==> config.mk <==
export PLATFORM = sky130hd
export DESIGN_NAME = ajb_angle_jump_stage
export DESIGN_NICKNAME = d
export VERILOG_FILES = /design/src/ajb_pkg.sv /design/src/ajb_angle_jump_stage.sv
export SDC_FILE = /design/constraint.sdc
export NUM_CORES = 1
export LEC_CHECK = 0
export ABC_AREA = 1
export BUFFER_PORTS_ARGS = -buffer_cell sky130_fd_sc_hd__buf_4
export CAP_MARGIN = 25
export CELL_PAD_IN_SITES_DETAIL_PLACEMENT = 1
export CELL_PAD_IN_SITES_GLOBAL_PLACEMENT = 2
export CORE_MARGIN = 4
export CORE_UTILIZATION = 40
export DETAILED_ROUTE_END_ITERATION = 16
export GPL_TIMING_DRIVEN = 1
export PLACE_DENSITY = 0.88
export SLEW_MARGIN = 30
export SYNTH_ARGS = -nofsm -noshare
export SYNTH_HDL_FRONTEND = slang
export SYNTH_SLANG_ARGS = --single-unit
==> constraint.sdc <==
create_clock -name clk -period 9.4 [get_ports clk]
set_input_delay 0.47 -clock clk [delete_from_list [all_inputs] [get_ports clk]]
set_output_delay 0.47 -clock clk [all_outputs]
set_load 0.02 [all_outputs]
==> src/ajb_pkg.sv <==
package ajb_pkg;
  // Timing at 100 MHz
  localparam int unsigned CLK_PERIOD_NS = 10;
  localparam int unsigned TRIP_HOLD_MS  = 20;
  localparam int unsigned TRIP_HOLD_CYC =
    TRIP_HOLD_MS * 1000000 / CLK_PERIOD_NS;
  localparam int unsigned BLOCK_LEAD_MS = 5;
  localparam int unsigned REC_DEPTH     = 12;

  // Stage condition codes
  localparam logic [1:0] COND_NORMAL  = 2'h0;
  localparam logic [1:0] COND_BLOCKED = 2'h1;
  localparam logic [1:0] COND_TRIP    = 2'h2;
  localparam logic [1:0] COND_ALARM   = 2'h3;

  // Event codes: on edges even, off edges odd
  localparam logic [2:0] EV_BLOCK_ON  = 3'h0;
  localparam logic [2:0] EV_BLOCK_OFF = 3'h1;
  localparam logic [2:0] EV_TRIP_ON   = 3'h2;
  localparam logic [2:0] EV_TRIP_OFF  = 3'h3;
  localparam logic [2:0] EV_ALARM_ON  = 3'h4;
  localparam logic [2:0] EV_ALARM_OFF = 3'h5;

  // Event mask selection
  localparam logic [1:0] EVSEL_ON   = 2'h0;
  localparam logic [1:0] EVSEL_OFF  = 2'h1;
  localparam logic [1:0] EVSEL_BOTH = 2'h2;
endpackage : ajb_pkg

==> src/ajb_angle_jump_stage.sv <==
`timescale 1ns/1ps
// Overview of operation
// - Sample block input at each cycle start
// - Unblocked pick-up drives trip or alarm
// - Blocked pick-up only raises blocked indication
// - Condition reads normal, blocked, trip, alarm
// - Validity flag for monitored channel selection
// - Report per-channel 20 ms angle change
// - Report per-channel voltage to limit ratio
// - Time-stamped events on six state edges
// - Event selection: on, off or both
// - Clearable alarm, trip, blocked counters
// - Fault record on each cycle with an on edge
// - Record holds time, code, channel, angles, group
// - Trip holds 20 ms then self clears
// - Undervoltage below limit means blocked
module ajb_angle_jump_stage #(
  parameter int unsigned TRIP_HOLD = ajb_pkg::TRIP_HOLD_CYC,
  parameter int unsigned TSW       = 48,
  parameter int unsigned AW        = 16,
  parameter int unsigned UW        = 16,
  parameter int unsigned CW        = 16
) (
  // Clock and reset
  input  wire logic                 clk,
  input  wire logic                 resetn,
  // Program cycle and pick-up stage
  input  wire logic                 cycle_start,
  input  wire logic                 block_in,
  input  wire logic                 trip_pickup,
  input  wire logic                 alarm_pickup,
  input  wire logic [1:0]           fault_chan,
  input  wire logic                 chan_sel_ok,
  input  wire logic [2:0]           setting_group,
  input  wire logic [TSW-1:0]       timestamp,
  // Measurements, three channels packed
  input  wire logic [3*AW-1:0]      angle_diff_in,
  input  wire logic [3*AW-1:0]      trip_angle_in,
  input  wire logic [3*AW-1:0]      alarm_angle_in,
  input  wire logic [3*UW-1:0]      volt_ratio_in,
  // Configuration and commands
  input  wire logic [1:0]           event_select,
  input  wire logic                 counters_clear,
  input  wire logic [3:0]           rec_index,
  // Stage outputs
  output logic                      trip_out,
  output logic                      alarm_out,
  output logic                      blocked_out,
  output logic [1:0]                condition,
  output logic                      sel_valid,
  output logic [3*AW-1:0]           angle_diff,
  output logic [3*UW-1:0]           volt_ratio,
  // Event output
  output logic                      event_valid,
  output logic [2:0]                event_code,
  output logic [TSW-1:0]            event_time,
  // Counters
  output logic [CW-1:0]             alarm_count,
  output logic [CW-1:0]             trip_count,
  output logic [CW-1:0]             block_count,
  // Fault record read port
  output logic [3:0]                rec_count,
  output logic [TSW-1:0]            rec_time,
  output logic [2:0]                rec_code,
  output logic [1:0]                rec_chan,
  output logic [AW-1:0]             rec_trip_angle,
  output logic [AW-1:0]             rec_alarm_angle,
  output logic [2:0]                rec_group
);
  localparam int unsigned RD = ajb_pkg::REC_DEPTH;
  localparam int unsigned HW = $clog2(TRIP_HOLD + 1);

  // Block level captured once per program cycle
  logic          block_reg;
  logic [HW-1:0] hold_reg;
  logic          prev_trip_reg, prev_alarm_reg, prev_block_reg;

  // Undervoltage: ratio below 1.00 p.u. counts as blocked
  localparam logic [UW-1:0] ONE_PU = UW'(100);
  wire under_v = (volt_ratio_in[UW-1:0] < ONE_PU) ||
                 (volt_ratio_in[2*UW-1:UW] < ONE_PU) ||
                 (volt_ratio_in[3*UW-1:2*UW] < ONE_PU);
  wire blk_now   = cycle_start ? block_in : block_reg;
  wire blocked   = blk_now || under_v;
  wire any_pick  = trip_pickup || alarm_pickup;
  wire trip_go   = trip_pickup && !blocked;
  wire alarm_go  = alarm_pickup && !blocked;
  wire block_go  = any_pick && blocked;
  wire trip_on   = trip_go && !trip_out;

  always_ff @(posedge clk or negedge resetn) begin
    if (!resetn) begin
      block_reg <= 1'b0;
    end else if (cycle_start) begin
      block_reg <= block_in;
    end
  end

  // Trip pulse: fixed length, no acknowledge needed
  always_ff @(posedge clk or negedge resetn) begin
    if (!resetn) begin
      hold_reg <= '0;
      trip_out <= 1'b0;
    end else if (trip_on) begin
      hold_reg <= HW'(TRIP_HOLD - 1);
      trip_out <= 1'b1;
    end else if (hold_reg != '0) begin
      hold_reg <= hold_reg - HW'(1);
    end else begin
      trip_out <= 1'b0;
    end
  end

  always_ff @(posedge clk or negedge resetn) begin
    if (!resetn) begin
      alarm_out   <= 1'b0;
      blocked_out <= 1'b0;
    end else begin
      alarm_out   <= alarm_go;
      blocked_out <= block_go;
    end
  end

  wire [1:0] cond_next = trip_out    ? ajb_pkg::COND_TRIP :
                         alarm_out   ? ajb_pkg::COND_ALARM :
                         blocked_out ? ajb_pkg::COND_BLOCKED :
                                       ajb_pkg::COND_NORMAL;

  always_ff @(posedge clk or negedge resetn) begin
    if (!resetn) begin
      condition  <= ajb_pkg::COND_NORMAL;
      sel_valid  <= 1'b0;
      angle_diff <= '0;
      volt_ratio <= '0;
    end else begin
      condition  <= cond_next;
      sel_valid  <= chan_sel_ok;
      angle_diff <= angle_diff_in;
      volt_ratio <= volt_ratio_in;
    end
  end

  // Edge detection on the three stage outputs
  always_ff @(posedge clk or negedge resetn) begin
    if (!resetn) begin
      prev_trip_reg  <= 1'b0;
      prev_alarm_reg <= 1'b0;
      prev_block_reg <= 1'b0;
    end else begin
      prev_trip_reg  <= trip_out;
      prev_alarm_reg <= alarm_out;
      prev_block_reg <= blocked_out;
    end
  end

  wire [2:0] cur  = {alarm_out, trip_out, blocked_out};
  wire [2:0] prv  = {prev_alarm_reg, prev_trip_reg, prev_block_reg};
  wire [2:0] rise = cur & ~prv;
  wire [2:0] fall = ~cur & prv;
  // One edge per cycle reported; priority blocked, trip, alarm
  wire [2:0] ev_code =
    rise[0] ? ajb_pkg::EV_BLOCK_ON  : fall[0] ? ajb_pkg::EV_BLOCK_OFF :
    rise[1] ? ajb_pkg::EV_TRIP_ON   : fall[1] ? ajb_pkg::EV_TRIP_OFF  :
    rise[2] ? ajb_pkg::EV_ALARM_ON  : ajb_pkg::EV_ALARM_OFF;
  wire ev_any   = |(rise | fall);
  wire ev_is_on = !ev_code[0];
  wire ev_pass  = ev_any &&
    ((event_select == ajb_pkg::EVSEL_BOTH) ||
     (event_select == ajb_pkg::EVSEL_ON  &&  ev_is_on) ||
     (event_select == ajb_pkg::EVSEL_OFF && !ev_is_on));

  always_ff @(posedge clk or negedge resetn) begin
    if (!resetn) begin
      event_valid <= 1'b0;
      event_code  <= ajb_pkg::EV_BLOCK_ON;
      event_time  <= '0;
    end else begin
      event_valid <= ev_pass;
      event_code  <= ev_code;
      event_time  <= timestamp;
    end
  end

  // Counters: clear zeroes a count, or restarts it at one when an on edge comes in the same cycle
  always_ff @(posedge clk or negedge resetn) begin
    if (!resetn) begin
      alarm_count <= '0;
      trip_count  <= '0;
      block_count <= '0;
    end else begin
      alarm_count <= rise[2] ? (counters_clear ? CW'(1) : alarm_count + CW'(1))
                             : (counters_clear ? '0 : alarm_count);
      trip_count  <= rise[1] ? (counters_clear ? CW'(1) : trip_count + CW'(1))
                             : (counters_clear ? '0 : trip_count);
      block_count <= rise[0] ? (counters_clear ? CW'(1) : block_count + CW'(1))
                             : (counters_clear ? '0 : block_count);
    end
  end

  // Fault record ring
  logic [TSW-1:0] rt_mem [RD];
  logic [2:0]     rc_mem [RD];
  logic [1:0]     rf_mem [RD];
  logic [AW-1:0]  ra_mem [RD];
  logic [AW-1:0]  rl_mem [RD];
  logic [2:0]     rg_mem [RD];
  logic [3:0]     wr_reg;
  wire            rec_we = |rise;
  // Records keep the on edge even when an off edge takes the event slot
  wire [2:0]      on_code = rise[0] ? ajb_pkg::EV_BLOCK_ON :
                            rise[1] ? ajb_pkg::EV_TRIP_ON  :
                                      ajb_pkg::EV_ALARM_ON;
  wire [AW-1:0]   t_ang  = trip_angle_in[fault_chan[0+:2]*AW +: AW];
  wire [AW-1:0]   a_ang  = alarm_angle_in[fault_chan[0+:2]*AW +: AW];
  wire [3:0]      wr_nx  = (wr_reg == 4'(RD - 1)) ? 4'h0 : wr_reg + 4'h1;
  // Newest record at index 0
  wire [4:0]      rd_sum = {1'b0, wr_reg} + 5'(RD) - 5'h1 - {1'b0, rec_index};
  wire [3:0]      rd_ptr = (rd_sum >= 5'(RD)) ? 4'(rd_sum - 5'(RD))
                                             : rd_sum[3:0];

  always_ff @(posedge clk) begin
    if (rec_we) begin
      rt_mem[wr_reg] <= timestamp;
      rc_mem[wr_reg] <= on_code;
      rf_mem[wr_reg] <= fault_chan;
      ra_mem[wr_reg] <= t_ang;
      rl_mem[wr_reg] <= a_ang;
      rg_mem[wr_reg] <= setting_group;
    end
  end

  always_ff @(posedge clk or negedge resetn) begin
    if (!resetn) begin
      wr_reg    <= '0;
      rec_count <= '0;
    end else if (rec_we) begin
      wr_reg    <= wr_nx;
      if (rec_count != 4'(RD)) rec_count <= rec_count + 4'h1;
    end
  end

  always_ff @(posedge clk or negedge resetn) begin
    if (!resetn) begin
      rec_time        <= '0;
      rec_code        <= '0;
      rec_chan        <= '0;
      rec_trip_angle  <= '0;
      rec_alarm_angle <= '0;
      rec_group       <= '0;
    end else begin
      rec_time        <= rt_mem[rd_ptr];
      rec_code        <= rc_mem[rd_ptr];
      rec_chan        <= rf_mem[rd_ptr];
      rec_trip_angle  <= ra_mem[rd_ptr];
      rec_alarm_angle <= rl_mem[rd_ptr];
      rec_group       <= rg_mem[rd_ptr];
    end
  end
endmodule : ajb_angle_jump_stage

==> run metrics <==
die width between 300 and 400 um; Max Slew Vio Count 0; max reg flops around 580; setup TNS 0 ns; Area contributors post-synth edfxtp_1 (59%), dfrtp_1 (15%), o21ai_0 (5.3%); Die Span Y between 300 and 400 um; syn_area_per_cell between 10 and 15 um^2; Synth Instances about 4200; TritonRoute pass-1 iters 5; Pwr Density approximately 340 mW/mm^2; Area growth syn-to-layout 23.58%; worst vdd ir between 0.3 and 0.4 mV; register with the most flip-flops rt_mem; CP max FO 110; Cell variety after synth between 40 and 50; Top delay family on crit path buffers and inverters; effective utilization at floorplan ~40%; die outline area around 0.14 mm^2; final worst-path cycle share 51.02%; RSZ-0062 raised after global routing no; DRC Markers 0; Synth top area share 59.39%; I/O Buffers 551; syn_nets between 4000 and 5000; CTS root buffer clkbuf_16; vias approximately 37000; hpwl dp slightly above 90000 um; CTS sink cnt 1366; WHS Endpoint rf_mem[11][1]$_DFFE_PP_; crit path max-delay cell type buf_4; IO Count roughly 550; Worst Hold Class in -> reg; Routed WL 164600 um; final setup violation count 0; FMAX approximately 210 MHz; area leader, netlist edfxtp_1; antenna violations before repair 3; final core utilization 49.68%; WP data required 10.10 ns; CP startpoint kind flip-flop; final hold viol count 0; Max Cap Viol 0; first-pass GRT wire length between 200000 and 250000 um; crit-path cells ha_1, ha_4, inv_6, nand3_2, nand2_1, inv_2, nand3_2, nand2_1, nand2_4, inv_4, buf_4, nand2_1, nand2_1; reg2reg start wr_reg[1]$_DFFE_PN0N_; static leakage 0.02459 uW; most frequent cell after synthesis edfxtp_1; worst skew pair latency between 0.7 and 0.8 ns; Crit Path Class reg -> reg; maximum clock path buffer count 3; Pwr Total 21990 uW; CTS tree done; row count approximately 130; largest net degree at the start of global routing around 220; Main synth FF type edfxtp_1; GR Util All Layers 23.35%; Post-synth top cells edfxtp_1 (1044), nor2_1 (679), o21ai_0 (564); Final ANT Viol Nets 0; final worst slack ~4.6 ns; async set-reset flop share out of synthesis 23.57%; Reg-to-Reg End rec_alarm_angle[8]$_DFF_PN0_; hold path depth 1; max_slew headroom slightly below 30%; WP data arrival approximately 5.5 ns; TritonCTS buffer count approximately 140; status complete, no violations; Least-Margin Pin Slew roughly 1.1 ns; Crit path buffers/inverters 4; number of synthesized flops with an enable pin between 1000 and 1500; share of cells above drive strength 1 18.01%; Seq/Total Area, Yosys 74.66%; Nets 5126; grt ovf 0; post-route minimum period about 4.8 ns; Top Registers rt_mem: 576 flops, ra_mem: 192 flops, rl_mem: 192 flops; CP dominant cell by count nand2_1; core area 0.1313 mm^2; DR iter-0 viols 3338; H-tree depth 4; yosys warns 0; flop-to-flop setup slack 4.60 ns; gpl congestion slightly below 0.8; Post-Syn Area 0.05279 mm^2; mean number of vias per cell about 5.5; CTS clk-pin slew, worst paths 0.06 ns; Reg2Reg Depth 13; Yosys reg bits 1366; Fin Clk Skew about 0.025 ns; vias in the first global route 39139; pre-CTS WS roughly 4.5 ns; Avg WL per Cell ~24 um; hold wc startpoint fault_chan[1]; Worst path max stage delay just over 0.8 ns; Critical Path Sink Type flip-flop
-- power breakdown --
group,internal (uW),switching [uW],total (uW)
clock network,3300,2400,5700
logic,2550,6210,8760
registers,7250,287,7540
-- how the worst max path moves through the flow --
stage | start | end | slack (ns) | depth (start not counted)
2_1_floorplan | blocked_out$_DFF_PN0_ | ra_mem[10][0]$_DFFE_PP_ | 1.35 | 9
3_3_place_gp | rec_index[1] | rec_alarm_angle[2]$_DFF_PN0_ | 4.60 | 15
3_5_place_dp | rec_index[1] | rec_alarm_angle[2]$_DFF_PN0_ | 4.46 | 15
4_1_cts | wr_reg[1]$_DFFE_PN0N_ | rec_alarm_angle[8]$_DFF_PN0_ | 4.62 | 13
5_1_grt | wr_reg[1]$_DFFE_PN0N_ | rec_time[5]$_DFF_PN0_ | 4.42 | 13
6_report | wr_reg[1]$_DFFE_PN0N_ | rec_alarm_angle[8]$_DFF_PN0_ | 4.60 | 13
-- what timing repair did --
| action | 4_1_cts | 5_1_grt |
|---|---|---|
| hold buffers | 155 | 0 |
| setup buffers | 0 | 0 |
| endpoints found under the setup margin | 0 | 0 |
| gates resized for setup | 0 | 0 |
| hold endpoints to repair | 775 | 0 |
-- layout make-up --
type	count	area [um^2]
diodes	3	7.507
clock buffers	191	3974
clock inverters	76	735.7
fillers	13367	66060
inverters	198	768.2
multi-input cells	2341	11640
flip-flops and latches	1366	39410
well taps	1755	2196
repair buffers	792	6499
-- stage by stage --
stage / cells / instance area (um^2) / hold slack, ns
final: 6722 / 65230 / 0.06775
after global routing: 6720 / 65230 / 0.03582
after CTS: 6716 / 65120 / 0.008759
after detailed placement: 6294 / 58860 / 0.4619
after global placement: 6291 / 58740 / 0.4582
after floorplan: 4159 / 52790 / 0.1744
-- placed cells by master (no fill, tap or decap), types with 21 or more instances in the layout --
cell type      Yosys  layout
clkbuf_1         127      31
nand2_1          297     297
edfxtp_1        1044    1044
buf_4             15     617
dlygate4sd3_1      0     155
clkinv_2           0      24
o31ai_1           32      27
nor3_1            37      28
dfrtp_1          322     322
o22ai_1          176     176
nand4_1           26      26
ha_1              23      21
clkbuf_16          0     147
a21oi_1           26      26
o21ai_0          564     564
nor2_1           679     676
o22a_1            87      87
inv_1            191     191
nand3_1          347     347
clkinv_1           1      24
-- logic make-up after synthesis --
group / share of synthesized area (%)
other: 0.007104
AND/OR/NAND/NOR: 11.33
buffers and inverters: 3.584
adder cells (fa/ha/maj): 0.5831
AO/OA/AOI/OAI: 9.711
flip-flops: 74.66
XOR/XNOR: 0.1327
-- metal layers --
| layer | vias to the layer above | share of wire [%] | track usage (%) |
|---|---|---|---|
| met4 | 0 | 2.7 | 7.492 |
| met5 | - | 0 | 0 |
| li1 | 16321 | - | - |
| met2 | 1104 | 50 | 39.93 |
| met3 | 250 | 5.6 | 3.778 |
| met1 | 19069 | 41 | 30.53 |
Note: power is estimated with default switching activity, not from simulation.
